<file path="src/shared/rmsq_pkg.sv">
// Constants, types and carriers of the run mode sequencer
package rmsq_pkg;
  localparam int TMR_W = 16;
  localparam logic [7:0] ADR_CTRL = 8'h00;
  localparam logic [7:0] ADR_SYNC_TO = 8'h04;
  localparam logic [7:0] ADR_FID_TO = 8'h08;
  localparam logic [7:0] ADR_EOM_TO = 8'h0c;
  localparam logic [7:0] ADR_CMD = 8'h10;
  localparam logic [7:0] ADR_CAPTURE = 8'h14;
  localparam logic [7:0] ADR_STATUS = 8'h18;
  localparam int CTRL_TO_CFGA = 0;
  localparam int CTRL_EOM_LSB = 1;
  localparam int CTRL_CLR_FRAME = 3;
  localparam int CTRL_PWU = 4;
  localparam int CTRL_COO = 5;
  localparam int CTRL_EXT_LSB = 6;
  localparam int CMD_EXT_TO = 0;
  localparam int CMD_EXT_EOM = 1;
  localparam logic [31:0] CTRL_RST = 32'h0000_0000;
  localparam logic [TMR_W-1:0] SYNC_TO_RST = 16'h0400;
  localparam logic [TMR_W-1:0] FID_TO_RST = 16'h1000;
  localparam logic [TMR_W-1:0] EOM_TO_RST = 16'h4000;
  localparam logic [1:0] EXT_OFF = 2'h0;

  typedef enum logic [1:0] {EOM_NEXT, EOM_CFGA, EOM_RELOAD, EOM_SPARE} rmsq_eom_act_t;
  typedef enum logic [1:0] {ST_POLL, ST_RUN, ST_PAYLOAD} rmsq_state_t;

  typedef struct packed {
    logic cyc;
    logic stb;
    logic we;
    logic [7:0] adr;
    logic [3:0] sel;
    logic [31:0] dat;
  } rmsq_wb_req_t;

  typedef struct packed {
    logic ack;
    logic [31:0] dat;
  } rmsq_wb_rsp_t;

  typedef struct packed {
    logic wakeup;
    logic sym_sync;
    logic frame_start;
    logic msg_end;
    logic fifo_locked;
    logic last_cfg;
    logic cfg_b;
    logic [7:0] channel;
  } rmsq_rx_ev_t;

  typedef struct packed {
    logic resume_next;
    logic resume_cfga;
    logic timer_init;
    logic off_go;
    logic fifo_clr;
    logic pwu_wakeup;
    logic run_mode;
    logic pwu_active;
  } rmsq_ctl_t;
endpackage

</file>
<file path="src/core/rmsq_sequencer.sv">
// Run mode sequencer entered after a self-polling wake-up
`timescale 1ns/100ps
module rmsq_sequencer (
  input wire logic clk,
  input wire logic srst,
  input wire rmsq_pkg::rmsq_wb_req_t wb_req,
  output rmsq_pkg::rmsq_wb_rsp_t wb_rsp,
  input wire rmsq_pkg::rmsq_rx_ev_t rx_ev,
  output rmsq_pkg::rmsq_ctl_t ctl
);
  typedef struct packed {
    rmsq_pkg::rmsq_state_t state;
    logic [31:0] ctrl;
    logic [rmsq_pkg::TMR_W-1:0] sync_rel;
    logic [rmsq_pkg::TMR_W-1:0] fid_rel;
    logic [rmsq_pkg::TMR_W-1:0] eom_rel;
    logic [7:0] cap_chan;
    logic cap_cfg;
    logic cap_valid;
    logic ack;
    logic [31:0] rdat;
    logic pwu_armed;
    logic pwu_active;
    logic load_tmr;
    rmsq_pkg::rmsq_ctl_t out;
  } rmsq_seq_st_t;

  rmsq_seq_st_t q;
  rmsq_seq_st_t d;

  logic sync_exp;
  logic fid_exp;
  logic eom_exp;
  logic [rmsq_pkg::TMR_W-1:0] sync_cnt;
  logic [rmsq_pkg::TMR_W-1:0] fid_cnt;
  logic [rmsq_pkg::TMR_W-1:0] eom_cnt;
  logic ext_to;
  logic ext_eom;
  logic req;
  logic wr;
  logic cmd_wr;
  logic in_run;
  logic taken;

  function automatic logic [31:0] merge(input logic [31:0] old, input logic [31:0] nw, input logic [3:0] sel);
    logic [31:0] r;
    r = old;
    for (int i = 0; i < 4; i++) begin
      if (sel[i]) begin
        r[i*8 +: 8] = nw[i*8 +: 8];
      end
    end
    return r;
  endfunction

  function automatic logic [rmsq_pkg::TMR_W-1:0] merge16(input logic [rmsq_pkg::TMR_W-1:0] old,
    input logic [31:0] nw, input logic [3:0] sel);
    logic [31:0] w;
    w = merge({16'h0000, old}, nw, sel);
    return w[rmsq_pkg::TMR_W-1:0];
  endfunction

  // Unmapped offsets read zero
  function automatic logic [31:0] read_word(input rmsq_seq_st_t s, input logic [7:0] adr);
    logic [31:0] w;
    case (adr)
      rmsq_pkg::ADR_CTRL: w = {24'h00_0000, s.ctrl[7:0]};
      rmsq_pkg::ADR_SYNC_TO: w = {16'h0000, s.sync_rel};
      rmsq_pkg::ADR_FID_TO: w = {16'h0000, s.fid_rel};
      rmsq_pkg::ADR_EOM_TO: w = {16'h0000, s.eom_rel};
      rmsq_pkg::ADR_CAPTURE: w = {22'h00_0000, s.cap_valid, s.cap_cfg, s.cap_chan};
      rmsq_pkg::ADR_STATUS: w = {28'h000_0000, s.pwu_armed, s.pwu_active, s.state};
      default: w = 32'h0000_0000;
    endcase
    return w;
  endfunction

  // One place fixes how a restart drives the polling timer and the off period
  function automatic rmsq_pkg::rmsq_ctl_t resume_ctl(input logic to_a, input logic ext, input logic last,
    input logic constant_on_off_polling);
    rmsq_pkg::rmsq_ctl_t c;
    c = '0;
    c.resume_cfga = to_a;
    c.off_go = !to_a && ext && last;
    c.resume_next = !to_a && !c.off_go;
    c.timer_init = to_a || constant_on_off_polling;
    return c;
  endfunction

  assign req = wb_req.cyc && wb_req.stb;
  // Taken only while ack is low, so a held request is answered every other cycle
  assign taken = req && !q.ack;
  // Write lands on the edge at which the master sees ack
  assign wr = req && wb_req.we && q.ack;
  assign cmd_wr = wr && (wb_req.adr == rmsq_pkg::ADR_CMD) && wb_req.sel[0];
  assign in_run = (q.state != rmsq_pkg::ST_POLL);

  rmsq_cmd_decode u_cmd (
    .clk(clk),
    .srst(srst),
    .wr(cmd_wr),
    .wdat(wb_req.dat[1:0]),
    .ext_sel(q.ctrl[rmsq_pkg::CTRL_EXT_LSB +: 2]),
    .ext_to(ext_to),
    .ext_eom(ext_eom)
  );

  // All three reload together; a zero reload parks that timer
  rmsq_timer u_sync_tmr (
    .clk(clk),
    .srst(srst),
    .load(q.load_tmr),
    .run(q.state == rmsq_pkg::ST_RUN && !rx_ev.sym_sync),
    .reload(q.sync_rel),
    .expire(sync_exp),
    .count(sync_cnt)
  );

  rmsq_timer u_fid_tmr (
    .clk(clk),
    .srst(srst),
    .load(q.load_tmr),
    .run(q.state == rmsq_pkg::ST_RUN),
    .reload(q.fid_rel),
    .expire(fid_exp),
    .count(fid_cnt)
  );

  rmsq_timer u_eom_tmr (
    .clk(clk),
    .srst(srst),
    .load(q.load_tmr),
    .run(q.state == rmsq_pkg::ST_PAYLOAD),
    .reload(q.eom_rel),
    .expire(eom_exp),
    .count(eom_cnt)
  );

  always_comb begin
    logic to_cfga;
    logic clr_frame;
    logic pwu_en;
    logic constant_on_off_polling;
    logic [1:0] eom_act;
    logic timeout;
    logic msg_end;
    logic do_resume;
    logic resume_a;
    logic cycle_start;
    d = q;
    to_cfga = q.ctrl[rmsq_pkg::CTRL_TO_CFGA];
    eom_act = q.ctrl[rmsq_pkg::CTRL_EOM_LSB +: 2];
    clr_frame = q.ctrl[rmsq_pkg::CTRL_CLR_FRAME];
    pwu_en = q.ctrl[rmsq_pkg::CTRL_PWU];
    constant_on_off_polling = q.ctrl[rmsq_pkg::CTRL_COO];
    do_resume = 1'b0;
    resume_a = 1'b0;
    cycle_start = 1'b0;
    d.load_tmr = 1'b0;
    d.out = '0;

    d.ack = taken;
    if (taken) begin
      d.rdat = read_word(q, wb_req.adr);
    end
    if (wr) begin
      case (wb_req.adr)
        rmsq_pkg::ADR_CTRL: d.ctrl = merge(q.ctrl, wb_req.dat, wb_req.sel) & 32'h0000_00ff;
        rmsq_pkg::ADR_SYNC_TO: d.sync_rel = merge16(q.sync_rel, wb_req.dat, wb_req.sel);
        rmsq_pkg::ADR_FID_TO: d.fid_rel = merge16(q.fid_rel, wb_req.dat, wb_req.sel);
        rmsq_pkg::ADR_EOM_TO: d.eom_rel = merge16(q.eom_rel, wb_req.dat, wb_req.sel);
        default: d.ctrl = q.ctrl;
      endcase
    end

    timeout = in_run && (sync_exp || fid_exp || eom_exp || ext_to);
    msg_end = (q.state == rmsq_pkg::ST_PAYLOAD && rx_ev.msg_end) || (in_run && ext_eom);

    case (q.state)
      rmsq_pkg::ST_POLL: begin
        if (rx_ev.wakeup) begin
          d.state = rmsq_pkg::ST_RUN;
          cycle_start = 1'b1;
        end
      end
      rmsq_pkg::ST_RUN: begin
        if (rx_ev.frame_start) begin
          d.state = rmsq_pkg::ST_PAYLOAD;
          d.pwu_active = 1'b0;
          if (clr_frame && !rx_ev.fifo_locked) begin
            d.out.fifo_clr = 1'b1;
          end
        end else if (q.pwu_active) begin
          if (rx_ev.wakeup) begin
            d.out.pwu_wakeup = 1'b1;
            d.pwu_active = 1'b0;
            d.pwu_armed = 1'b0;
            cycle_start = 1'b1;
          end else if (!rx_ev.sym_sync) begin
            // Stays disarmed until an end of message with the reload or spare action re-arms it
            d.pwu_active = 1'b0;
            d.pwu_armed = 1'b0;
          end
        end else if (q.pwu_armed && rx_ev.sym_sync) begin
          d.pwu_active = 1'b1;
        end
      end
      rmsq_pkg::ST_PAYLOAD: begin
        d.state = q.state;
      end
      default: begin
        d.state = rmsq_pkg::ST_POLL;
      end
    endcase

    // Timeout outranks end of message in the same cycle
    if (timeout) begin
      do_resume = 1'b1;
      resume_a = to_cfga;
    end else if (msg_end) begin
      if (rx_ev.msg_end && !ext_eom) begin
        d.cap_chan = rx_ev.channel;
        d.cap_cfg = rx_ev.cfg_b;
        d.cap_valid = 1'b1;
      end
      if (eom_act == rmsq_pkg::EOM_RELOAD || eom_act == rmsq_pkg::EOM_SPARE) begin
        d.state = rmsq_pkg::ST_RUN;
        d.load_tmr = 1'b1;
        d.pwu_armed = pwu_en;
        d.pwu_active = 1'b0;
        if (ext_eom) begin
          cycle_start = 1'b1;
        end
      end else begin
        do_resume = 1'b1;
        resume_a = (eom_act == rmsq_pkg::EOM_CFGA);
      end
      if (ext_eom) begin
        d.load_tmr = 1'b1;
      end
    end

    if (cycle_start) begin
      d.load_tmr = 1'b1;
      d.out.fifo_clr = !clr_frame;
    end

    if (do_resume) begin
      d.state = rmsq_pkg::ST_POLL;
      d.pwu_armed = 1'b0;
      d.pwu_active = 1'b0;
      d.out = d.out | resume_ctl(resume_a, ext_to || ext_eom, rx_ev.last_cfg, constant_on_off_polling);
    end

    // Wake-ups in run mode outside the parallel window never reach here
    d.out.run_mode = (d.state != rmsq_pkg::ST_POLL);
    d.out.pwu_active = d.pwu_active;
  end

  always_ff @(posedge clk) begin
    if (srst) begin
      q <= '0;
      q.state <= rmsq_pkg::ST_POLL;
      q.ctrl <= rmsq_pkg::CTRL_RST;
      q.sync_rel <= rmsq_pkg::SYNC_TO_RST;
      q.fid_rel <= rmsq_pkg::FID_TO_RST;
      q.eom_rel <= rmsq_pkg::EOM_TO_RST;
    end else begin
      q <= d;
    end
  end

  assign wb_rsp.ack = q.ack;
  assign wb_rsp.dat = q.rdat;
  assign ctl = q.out;
endmodule

</file>
<file path="src/core/rmsq_timer.sv">
// Loadable down counter for one timeout timer
`timescale 1ns/100ps
module rmsq_timer (
  input wire logic clk,
  input wire logic srst,
  input wire logic load,
  input wire logic run,
  input wire logic [rmsq_pkg::TMR_W-1:0] reload,
  output logic expire,
  output logic [rmsq_pkg::TMR_W-1:0] count
);
  typedef struct packed {
    logic [rmsq_pkg::TMR_W-1:0] cnt;
    logic exp;
  } rmsq_tmr_st_t;

  rmsq_tmr_st_t q;
  rmsq_tmr_st_t d;

  always_comb begin
    d = q;
    d.exp = 1'b0;
    if (load) begin
      d.cnt = reload;
    end else if (run && q.cnt != '0) begin
      d.cnt = q.cnt - 1'b1;
      // Zero reload never expires
      d.exp = (q.cnt == {{(rmsq_pkg::TMR_W-1){1'b0}}, 1'b1});
    end
  end

  always_ff @(posedge clk) begin
    if (srst) begin
      q <= '0;
    end else begin
      q <= d;
    end
  end

  assign expire = q.exp;
  assign count = q.cnt;
endmodule

</file>
<file path="src/core/rmsq_cmd_decode.sv">
// Turns command register writes into single-cycle pulses
`timescale 1ns/100ps
module rmsq_cmd_decode (
  input wire logic clk,
  input wire logic srst,
  input wire logic wr,
  input wire logic [1:0] wdat,
  input wire logic [1:0] ext_sel,
  output logic ext_to,
  output logic ext_eom
);
  typedef struct packed {
    logic to;
    logic end_of_message;
  } rmsq_cmd_st_t;

  rmsq_cmd_st_t q;
  rmsq_cmd_st_t d;
  logic ok;

  always_comb begin
    // Dropped silently while internal blocks still own the stream
    ok = wr && (ext_sel != rmsq_pkg::EXT_OFF);
    d.to = ok && wdat[rmsq_pkg::CMD_EXT_TO];
    d.end_of_message = ok && wdat[rmsq_pkg::CMD_EXT_EOM];
  end

  always_ff @(posedge clk) begin
    if (srst) begin
      q <= '0;
    end else begin
      q <= d;
    end
  end

  assign ext_to = q.to;
  assign ext_eom = q.end_of_message;
endmodule

</file>
<file path="config.mk">
export PLATFORM = sky130hd
export DESIGN_NAME = rmsq_sequencer
export DESIGN_NICKNAME = d
export VERILOG_FILES = /design/src/shared/rmsq_pkg.sv /design/src/core/rmsq_sequencer.sv /design/src/core/rmsq_timer.sv /design/src/core/rmsq_cmd_decode.sv
export SDC_FILE = /design/constraint.sdc
export NUM_CORES = 1
export LEC_CHECK = 0
export BUFFER_PORTS_ARGS = -buffer_cell sky130_fd_sc_hd__buf_2
export CAP_MARGIN = 25
export CORE_MARGIN = 10
export CORE_UTILIZATION = 53
export DETAILED_ROUTE_END_ITERATION = 8
export PLACE_DENSITY_LB_ADDON = 0.3
export SLEW_MARGIN = 5
export SYNTH_ARGS = -nofsm -noshare
export SYNTH_HDL_FRONTEND = slang
export SYNTH_HIERARCHICAL = 1
export SYNTH_SLANG_ARGS = --single-unit
export TNS_END_PERCENT = 100
</file>
<file path="constraint.sdc">
create_clock -name clk -period 2 [get_ports clk]
set_input_delay 0.1 -clock clk [delete_from_list [all_inputs] [get_ports clk]]
set_output_delay 0.1 -clock clk [all_outputs]
set_load 0.01 [all_outputs]
</file>
==> results of run 1 <==
==> cells in the final DEF, fill, tap and decap left out, drive strengths merged, types with 10 or more instances in the layout <==
master,n
nand3,19
nor2,140
a311oi,24
clkbuf,24
and4,10
o31a,16
mux2i,77
o21ai,29
nor3,15
inv,23
dfxtp,148
nor4,31
buf,160
conb,16
a211oi,11
mux2,12
nor4b,11
nor3b,10
nand2,38
a21oi,14
or4,14
dlygate4sd3,24
nand4,11
or3,15
a2111oi,22
==> logic make-up (layout without fill, tap and decap cells) <==
logic type	count (synthesis)	count (layout)	share of synthesized area
compound gates	170	170	0.166
xor+xnor	1	1	0.00110
fa+ha+maj	9	9	0.0141
buf+inv	117	235	0.0800
flops	148	148	0.372
mux	89	89	0.114
other cells	1	17	0.000471
simple gates	351	351	0.252
==> state kept, by name, indices dropped and copies added (netlist names) <==
name               flops
q                     70
wb_rsp                17
u_eom_tmr/count       16
u_fid_tmr/count       16
u_sync_tmr/count      16
ctl                    8
u_cmd/ext_eom          1
u_cmd/ext_to           1
u_eom_tmr/expire       1
u_fid_tmr/expire       1
u_sync_tmr/expire      1
==> through the flow <==
stage               setup WS (ns)  instances  instance area [um2]   util
finish                     0.0294       1204                 9700  0.662
floorplan                  0.0790        901                 8030      -
global placement         -0.00220       1142                 8670  0.592
global route              -0.0358       1203                 9700  0.662
CTS                       0.00164       1194                 9510  0.649
detailed placement        -0.0701       1142                 8670  0.592
==> layout make-up <==
cell class                 count  area [um2]  area share
timing repair buffer         184        1270       0.131
multi-input combinational    636        4560       0.470
inverter                      23        86.3     0.00890
tap                          184         230      0.0237
antenna                        1        2.50    0.000258
clock buffer                  24         502      0.0517
sequential                   148        2980       0.307
clock inverter                 4        72.6     0.00748
==> worst paths after layout <==
kind	slack [ns]	to	depth (start not counted)
min reg2reg	0.45	q[44]$_SDFFE_PP0P_	2
max reg2reg	0.03	u_eom_tmr/count[14]$_SDFFE_PP0P_	4
max	0.03	u_eom_tmr/count[14]$_SDFFE_PP0P_	4
min	0.02	q[72]$_SDFFE_PP0P_	3
==> critical path: cells and delay by family (launching register included) <==
kind	cells	cell delay (ns)
and+or+nand+nor	2	0.94
DFF	1	0.32
AOI/OAI and AO/OA	2	0.62
==> power by group <==
group | internal, mW | total, mW | leakage, nW | switching [mW]
clock network | 1.97 | 3.16 | 0.280 | 1.19
logic | 0.893 | 1.87 | 2.76 | 0.975
registers | 3.09 | 3.26 | 1.20 | 0.170
total | 5.96 | 8.29 | 4.24 | 2.34
==> per-layer routing <==
| metal | vias up | GRT usage |
|---|---|---|
| met2 | 216 | 0.344 |
| met4 | 4 | 0.0679 |
| met3 | 42 | 0.0597 |
| li1 | 3513 | - |
| met5 | - | 0 |
| met1 | 3474 | 0.271 |
==> timing repair <==
| action | in CTS | in global routing |
|---|---|---|
| endpoints found under the hold margin | 50 | 0 |
| buffers inserted | 0 | 9 |
| endpoints found under the setup margin | 6 | 25 |
| pin swaps | 0 | 17 |
| hold buffers | 24 | 0 |
| resized for setup | 5 | 32 |
==> flow_summary_export.csv, run 1 <==
group,metric,value,unit
yosys,synth_top_cell_by_area,"sky130_fd_sc_hd__dfxtp_1",
power,power.leakage,4.24,nW
final_layout,drive_gt1_frac,0.269,
die,die-area,0.0203,mm2
placement,port_buffers,70,
clock_tree,cts_root_buffer,"sky130_fd_sc_hd__clkbuf_16",
die,row_count,44,
worst_setup_path,critical_path.startpoint_type,"register",
worst_setup_path,regToRegStartpoint,"u_eom_tmr/count[11]$_SDFFE_PP0P_",
final_layout,filler_cell_count,1154,
detailed_routing,met3_wirelength,1300,um
yosys,async_reset_ff_frac,0,
grt,antenna_found_initial,2,
worst_setup_path,cp_class,"reg -> reg",
yosys,synth.avg_cell_area,8.98,um2
die,core,0.0146,mm2
detailed_routing,vias_per_cell,6.02,
run_status,run_status,"finished, final reports clean",
grt,grt_start_max_net_pins,31,
yosys,post-synth-top-count-cell,"sky130_fd_sc_hd__dfxtp_1",
worst_setup_path,cp_slowest_stage_delay,0.55,ns
timing,tightest_slew,0.570,ns
worst_setup_path,cp_slowest_cell,"sky130_fd_sc_hd__or4_4",
detailed_routing,route.met2.wl,10500,um
detailed_routing,detail-route-antenna-nets,0,
power,max-vdd-ir-drop,524,uV
detailed_routing,route.detailed.wl_per_inst,18.5,um
timing,setup_viol,0,
clock_tree,cts.path.max_buffers,2,
worst_hold_path,hold_path_startpoint,"wb_req[2]",
grt,grt.overflow.total,0,
yosys,netlist_area,0.00796,mm2
flow_run,drv_cap,0,
worst_setup_path,cp.required,2.33,ns
placement,gp_congestion,0.927,
worst_setup_path,cp.arrival,2.31,ns
yosys,synth_seq_cells,148,
detailed_routing,dr_total_vias,7249,
clock_tree,clock_tree_from_tritoncts,"yes",
yosys,ys_types,67,
detailed_routing,total_drc_errors_in_the_routed_layout,0,
timing,max_freq,507,MHz
detailed_routing,initialDrtViolationCount,553,
yosys,yosysWarnings,6,
die,die_height,143,um
timing,rsz_0062_raised_after_global_routing,"true",
detailed_routing,postRouteWirelength,22300,um
worst_setup_path,crit_end_category,"register",
yosys,synth_cells,886,
clock_tree,cts_max_level,4,
placement,hpwlAfterDp,15900,um
die,start_util,0.544,
detailed_routing,m1WireLength,9950,um
die,num_io_pins,105,
detailed_routing,detail_route.first_pass.iterations,5,
timing,final.min_clock_period,1.97,ns
clock_tree,clkSlewWorstSetupHoldPaths,0.06,ns
clock_tree,clk_lat_worst_skew,0.44,ns
yosys,synth_enable_flop_cells,0,
timing,holdWs,0.0165,ns
worst_setup_path,path_max_fanout,3,
timing,slew_headroom,0.610,
clock_tree,numClockSinks,148,
grt,grt_use_total,0.214,
detailed_routing,routed.top_layer,"met5",
final_layout,area_growth_syn_to_layout,21.8,%
timing,final.period_utilization,0.985,
worst_hold_path,hp-class,"in -> reg",
timing,tns,0,ns
power,power-per-cell-area,855,mW/mm2
clock_tree,tritoncts.num_buffers,17,
yosys,synthTopCellsByArea,"sky130_fd_sc_hd__dfxtp_1 37%, sky130_fd_sc_hd__mux2i_1 9.7%, sky130_fd_sc_hd__nor2_1 6.6%",
timing,hold_violations,0,
worst_setup_path,timing.critical_path.cells,"or4_4 > a2111o_1 > or3_4 > a311oi_2",
yosys,synth-seq-area-share,0.372,
timing,final_max_slew_viol_count,0,
yosys,synth_common_cells,"148 x sky130_fd_sc_hd__dfxtp_1, 139 x sky130_fd_sc_hd__nor2_1, 77 x sky130_fd_sc_hd__mux2i_1, 42 x sky130_fd_sc_hd__buf_4, 38 x sky130_fd_sc_hd__nand2_1",
timing,final.setup_skew,0.0125,ns
grt,via_count_of_the_first_global_routing_pass,6881,
die,die-width,143,um
power,p_total,8.29,mW
final_layout,final_nets,1083,
worst_setup_path,cp-startpoint,"u_eom_tmr/count[11]$_SDFFE_PP0P_",
grt,grt_first_pass_wirelength,35000,um
yosys,synth-main-ff-cell,"sky130_fd_sc_hd__dfxtp_1",
yosys,synth_largest_type_area_fraction,0.372,
No activity file was read; power rests on OpenSTA's default activity.
==> run 2: changes to the inputs <==
- CAP_MARGIN: 25 -> not set
- CORE_MARGIN: 10 -> 3
- RECOVER_POWER: not set -> 50
==> flow_summary_export.csv, run 2 (synthesis results as in run 1) <==
group,metric,value,unit
final_layout,largest_reg_flops,70,
worst_setup_path,critical_path.startpoint_type,"register",
grt,grt_start_max_net_pins,37,
worst_hold_path,hp-class,"in -> reg",
timing,hold_violations,0,
timing,final.min_clock_period,2.00,ns
worst_setup_path,cp.required,2.32,ns
die,die-area,0.0165,mm2
worst_setup_path,timing.critical_path.cells,"or4_4 > a2111o_1 > or3_1 > a311oi_2",
die,row_count,44,
run_status,run_status,"finished, violations left",
clock_tree,clock_tree_from_tritoncts,"yes",
worst_setup_path,cp-startpoint,"u_fid_tmr/count[9]$_SDFFE_PP0P_",
detailed_routing,route.detailed.wl_per_inst,18.2,um
placement,gp_congestion,0.899,
worst_setup_path,path_max_fanout,5,
final_layout,mostFrequentLayoutCells,"141 x sky130_fd_sc_hd__dfxtp_1, 138 x sky130_fd_sc_hd__nor2_1, 77 x sky130_fd_sc_hd__mux2i_1, 75 x sky130_fd_sc_hd__buf_4, 44 x sky130_fd_sc_hd__buf_2",
placement,port_buffers,70,
die,core,0.0146,mm2
die,die_height,129,um
detailed_routing,dr_total_vias,7268,
final_layout,area_growth_syn_to_layout,20.8,%
clock_tree,tritoncts.num_buffers,17,
final_layout,area.sequential,0.00298,mm2
power,power-per-cell-area,871,mW/mm2
timing,setup_viol,1,
timing,tightest_slew,0.537,ns
final_layout,registers.top_by_ff_count,"q",
worst_setup_path,critical_path.n_buffers_inverters,0,
clock_tree,cts_root_buffer,"sky130_fd_sc_hd__clkbuf_16",
final_layout,drive_gt1_frac,0.242,
detailed_routing,initialDrtViolationCount,640,
timing,final_max_slew_viol_count,0,
worst_setup_path,cp_class,"reg -> reg",
power,share_clk_of_total_power,0.385,
clock_tree,cts_max_level,4,
grt,antenna_found_initial,0,
final_layout,n_antenna_cell,0,
power,p_int,5.96,mW
grt,grt_first_pass_wirelength,34100,um
power,p_switching,2.42,mW
worst_hold_path,hold_path_startpoint,"wb_req[6]",
placement,hpwlAfterDp,15300,um
timing,final.setup_skew,0.00862,ns
grt,grt_use_total,0.257,
worst_setup_path,path_delay_family,"simple AND/OR/NAND/NOR gates",
placement,dpl_cell_area,0.00859,mm2
timing,holdWs,0.0205,ns
timing,rsz_0062_raised_after_global_routing,"true",
power,combPwrFrac,0.223,
detailed_routing,detail-route-antenna-nets,0,
worst_setup_path,cp.arrival,2.32,ns
final_layout,final_common_cell,"sky130_fd_sc_hd__dfxtp_1",
die,num_io_pins,105,
power,share_seq_of_total_power,0.392,
worst_setup_path,cp_slowest_cell,"sky130_fd_sc_hd__or4_4",
worst_setup_path,regToRegStartpoint,"u_fid_tmr/count[9]$_SDFFE_PP0P_",
detailed_routing,total_drc_errors_in_the_routed_layout,0,
detailed_routing,postRouteWirelength,21700,um
run_status,failed_checks,"negative setup slack",
die,die-width,129,um
worst_setup_path,crit_end_category,"register",
clock_tree,cts.path.max_buffers,2,
timing,post-route-worst-setup-slack,-0.0000973,ns
final_layout,filler_cell_count,1189,
worst_setup_path,cp_slowest_stage_delay,0.54,ns
power,max-vdd-ir-drop,602,uV
final_layout,multi_input_comb_area,0.00464,mm2
final_layout,postLayoutCellArea,0.00962,mm2
grt,via_count_of_the_first_global_routing_pass,6809,
final_layout,final_nets,1067,
flow_run,drv_cap,0,
detailed_routing,detail_route.first_pass.iterations,5,
clock_tree,clk_lat_worst_skew,0.42,ns
detailed_routing,vias_per_cell,6.10,
timing,final.period_utilization,1.00,
timing,slew_headroom,0.633,
grt,grt.overflow.total,0,
die,start_util,0.546,
clock_tree,clkSlewWorstSetupHoldPaths,0.06,ns
power,power.leakage,4.06,nW
power,power_switching_share,0.289,
clock_tree,numClockSinks,148,
timing,max_freq,500,MHz
==> run 2: cell types whose count changed in the layout (fill, tap and decap cells not counted), moves of 4 or more <==
| cell | before | now |
|---|---|---|
| sky130_fd_sc_hd__clkbuf_8 | 5 | 1 |
| sky130_fd_sc_hd__clkbuf_1 | 2 | 33 |
| sky130_fd_sc_hd__a311oi_1 | 21 | 16 |
| sky130_fd_sc_hd__buf_4 | 90 | 75 |
| sky130_fd_sc_hd__dlygate4sd3_1 | 24 | 20 |
| sky130_fd_sc_hd__buf_2 | 69 | 44 |
| sky130_fd_sc_hd__a311oi_2 | 3 | 8 |
==> run 2: layout make-up <==
type | instances | share of cell area
multi-input combinational | 636 | 0.482
timing repair buffer | 168 | 0.114
inverter | 23 | 0.00898
tap | 184 | 0.0239
clock buffer | 23 | 0.0476
sequential | 148 | 0.309
clock inverter | 9 | 0.0134
==> run 2: path summary, 6_finish.rpt <==
kind                                                    endpoint  slack (ns)  cells after the start
worst max-delay path            u_fid_tmr/count[14]$_SDFFE_PP0P_     -0.0001                      4
worst max register to register  u_fid_tmr/count[14]$_SDFFE_PP0P_     -0.0001                      4
worst min register to register                q[44]$_SDFFE_PP0P_        0.45                      2
worst min-delay path                          q[92]$_SDFFE_PP0P_        0.02                      3
==> run 2: worst reg2reg max path: stages, from the launching register on <==
cell and delay [ns]:
sky130_fd_sc_hd__dfxtp_4 0.36, sky130_fd_sc_hd__or4_4 0.54, sky130_fd_sc_hd__a2111o_1 0.41, sky130_fd_sc_hd__or3_1 0.34, sky130_fd_sc_hd__a311oi_2 0.25
==> run 2: stage by stage <==
step | cells | utilization | TNS, ns | total power, mW | setup WS, ns
floorplan | 901 | - | 0 | 4.39 | 0.0790
global placement | 1131 | 0.589 | 0 | 4.91 | 0.00657
detailed placement | 1131 | 0.589 | -0.0911 | 4.93 | -0.0411
CTS | 1183 | 0.646 | 0 | 8.19 | 0.00242
global route | 1191 | 0.659 | -0.160 | 8.71 | -0.0374
finish | 1191 | 0.659 | -0.0000973 | 8.38 | -0.0000973
==> run 2: power groups by stage <==
stage	clock network (mW)	logic (mW)	registers, mW
finish	3.22	1.87	3.28
detailed placement	0	1.61	3.31
floorplan	0	1.11	3.28
CTS	3.25	1.68	3.26
global placement	0	1.60	3.31
global route	3.37	2.04	3.30
==> run 2: per-layer routing <==
layer	global-route usage	share of wire	vias up	routed length, um
met5	0	0	-	0
li1	-	-	3489	-
met1	0.342	0.45	3503	9650
met4	0.0902	0.024	0	524
met3	0.0569	0.056	39	1220
met2	0.411	0.47	237	10300
==> run 2: what timing repair did <==
item,4_1_cts,5_1_grt
hold buffers,20,0
endpoints found under the hold margin,35,0
pin swaps,0,13
buffers inserted,0,8
endpoints found under the setup margin,5,31
resized for setup,8,45
==> run 3: changes to the inputs <==
- CELL_PAD_IN_SITES_DETAIL_PLACEMENT: not set -> 1
- CELL_PAD_IN_SITES_GLOBAL_PLACEMENT: not set -> 1
- CORE_UTILIZATION: 53 -> 44
- clock period: 2 -> 2.1 ns (I/O delays scaled with it)
==> flow_summary_export.csv, run 3 (synthesis results as in run 1) <==
group,metric,value,unit
timing,tightest_slew,0.827,ns
final_layout,final_common_cell,"sky130_fd_sc_hd__dfxtp_1",
die,die-area,0.0197,mm2
power,power-per-cell-area,821,mW/mm2
timing,final.min_clock_period,2.15,ns
grt,antenna_found_initial,0,
detailed_routing,detail_route.first_pass.iterations,5,
flow_run,drv_cap,0,
detailed_routing,detail-route-antenna-nets,0,
die,start_util,0.455,
final_layout,drive_gt1_frac,0.226,
worst_hold_path,hp-class,"in -> reg",
run_status,run_status,"finished, violations left",
detailed_routing,total_drc_errors_in_the_routed_layout,0,
detailed_routing,route.detailed.wl_per_inst,20.9,um
clock_tree,clkSlewWorstSetupHoldPaths,0.06,ns
timing,post-route-worst-setup-slack,-0.0493,ns
power,max-vdd-ir-drop,579,uV
die,die-width,141,um
timing,slew_headroom,0.448,
final_layout,multi_input_comb_area,0.00460,mm2
timing,setup_viol,1,
timing,final_max_slew_viol_count,0,
placement,dpl_cell_area,0.00862,mm2
grt,grt_use_total,0.252,
placement,gp_congestion,0.853,
final_layout,postLayoutCellArea,0.00956,mm2
final_layout,final_util,0.547,
placement,hpwlAfterDp,18100,um
worst_setup_path,path_max_fanout,8,
worst_setup_path,crit_end_category,"register",
final_layout,mostFrequentLayoutCells,"145 x sky130_fd_sc_hd__dfxtp_1, 138 x sky130_fd_sc_hd__nor2_1, 77 x sky130_fd_sc_hd__mux2i_1, 67 x sky130_fd_sc_hd__buf_4, 44 x sky130_fd_sc_hd__buf_2",
final_layout,largest_reg_flops,70,
grt,via_count_of_the_first_global_routing_pass,7334,
timing,final.period_utilization,1.02,
detailed_routing,postRouteWirelength,25700,um
clock_tree,cts.path.max_buffers,2,
detailed_routing,dr_total_vias,7312,
final_layout,n_antenna_cell,0,
detailed_routing,initialDrtViolationCount,392,
timing,max_freq,465,MHz
grt,grt_start_max_net_pins,53,
die,num_io_pins,105,
final_layout,final_nets,1062,
final_layout,filler_cell_count,2035,
die,row_count,48,
final_layout,registers.top_by_ff_count,"q",
power,power.leakage,3.99,nW
final_layout,area.sequential,0.00297,mm2
worst_setup_path,cp_class,"reg -> reg",
run_status,failed_checks,"negative setup slack",
die,die_height,141,um
placement,port_buffers,70,
worst_setup_path,cp.arrival,2.41,ns
clock_tree,cts_max_level,4,
worst_setup_path,critical_path.startpoint_type,"register",
clock_tree,numClockSinks,148,
clock_tree,clock_tree_from_tritoncts,"yes",
grt,grt_first_pass_wirelength,39800,um
clock_tree,cts_root_buffer,"sky130_fd_sc_hd__clkbuf_16",
clock_tree,clk_lat_worst_skew,0.43,ns
timing,final.setup_skew,0.0131,ns
placement,place_ws,-0.121,ns
clock_tree,tritoncts.num_buffers,17,
final_layout,area_growth_syn_to_layout,20.1,%
grt,grt.overflow.total,0,
die,core,0.0175,mm2
timing,hold_violations,0,
detailed_routing,vias_per_cell,5.96,
worst_setup_path,cp.required,2.36,ns
[run 3: power breakdown]
part | switching (mW) | leakage [nW] | internal (mW)
logic | 1.00 | 2.51 | 0.816
registers | 0.189 | 1.20 | 2.94
clock network | 1.19 | 0.275 | 1.71
total | 2.38 | 3.99 | 5.47
[run 3: worst max-delay path, cell delays in order (launching register included)]
cell and delay [ns]:
sky130_fd_sc_hd__dfxtp_1 0.32, sky130_fd_sc_hd__buf_4 0.16, sky130_fd_sc_hd__nor4_2 0.37, sky130_fd_sc_hd__buf_4 0.20, sky130_fd_sc_hd__nand4_4 0.16, sky130_fd_sc_hd__and4_1 0.28, sky130_fd_sc_hd__a2111oi_1 0.50
[run 3: worst paths after layout]
path	start	end	slack, ns	depth (start not counted)
min reg2reg	wb_rsp[3]$_SDFFE_PP0P_	wb_rsp[3]$_SDFFE_PP0P_	0.47	1
max reg2reg	u_eom_tmr/count[8]$_SDFFE_PP0P_	u_eom_tmr/count[3]$_SDFFE_PP0P_	-0.05	6
max	u_eom_tmr/count[8]$_SDFFE_PP0P_	u_eom_tmr/count[3]$_SDFFE_PP0P_	-0.05	6
min	wb_req[5]	q[75]$_SDFFE_PP0P_	0.03	3
[run 3: final cells by class]
type                       instances  share of cell area
clock buffer                      22              0.0496
tap                              225              0.0295
timing repair buffer             163               0.112
multi-input combinational        636               0.481
clock inverter                     9             0.00838
sequential                       148               0.310
inverter                          23             0.00903
[run 3: through the flow]
stage	setup TNS, ns	hold slack (ns)	std cells	power [mW]
finish	-0.0493	0.0310	1226	7.85
detailed placement	-0.546	0.347	1169	4.77
global placement	-0.00630	0.338	1169	4.71
global route	-0.272	0.0214	1226	8.21
CTS	0	0.00973	1225	7.74
floorplan	0	0.230	901	4.17
[run 3: repair_timing]
item / in CTS / in global routing
setup endpoints to repair: 11 / 29
hold endpoints to repair: 33 / 0
hold buffers: 22 / 0
resized for setup: 12 / 31
pin swaps: 3 / 7
setup buffers: 3 / 1
cloned: 0 / 0
[run 3: routing by layer]
metal,track usage,routed length [um]
met5,0,0
met1,0.326,11400
met2,0.428,12700
met3,0.0471,1170
met4,0.0719,502
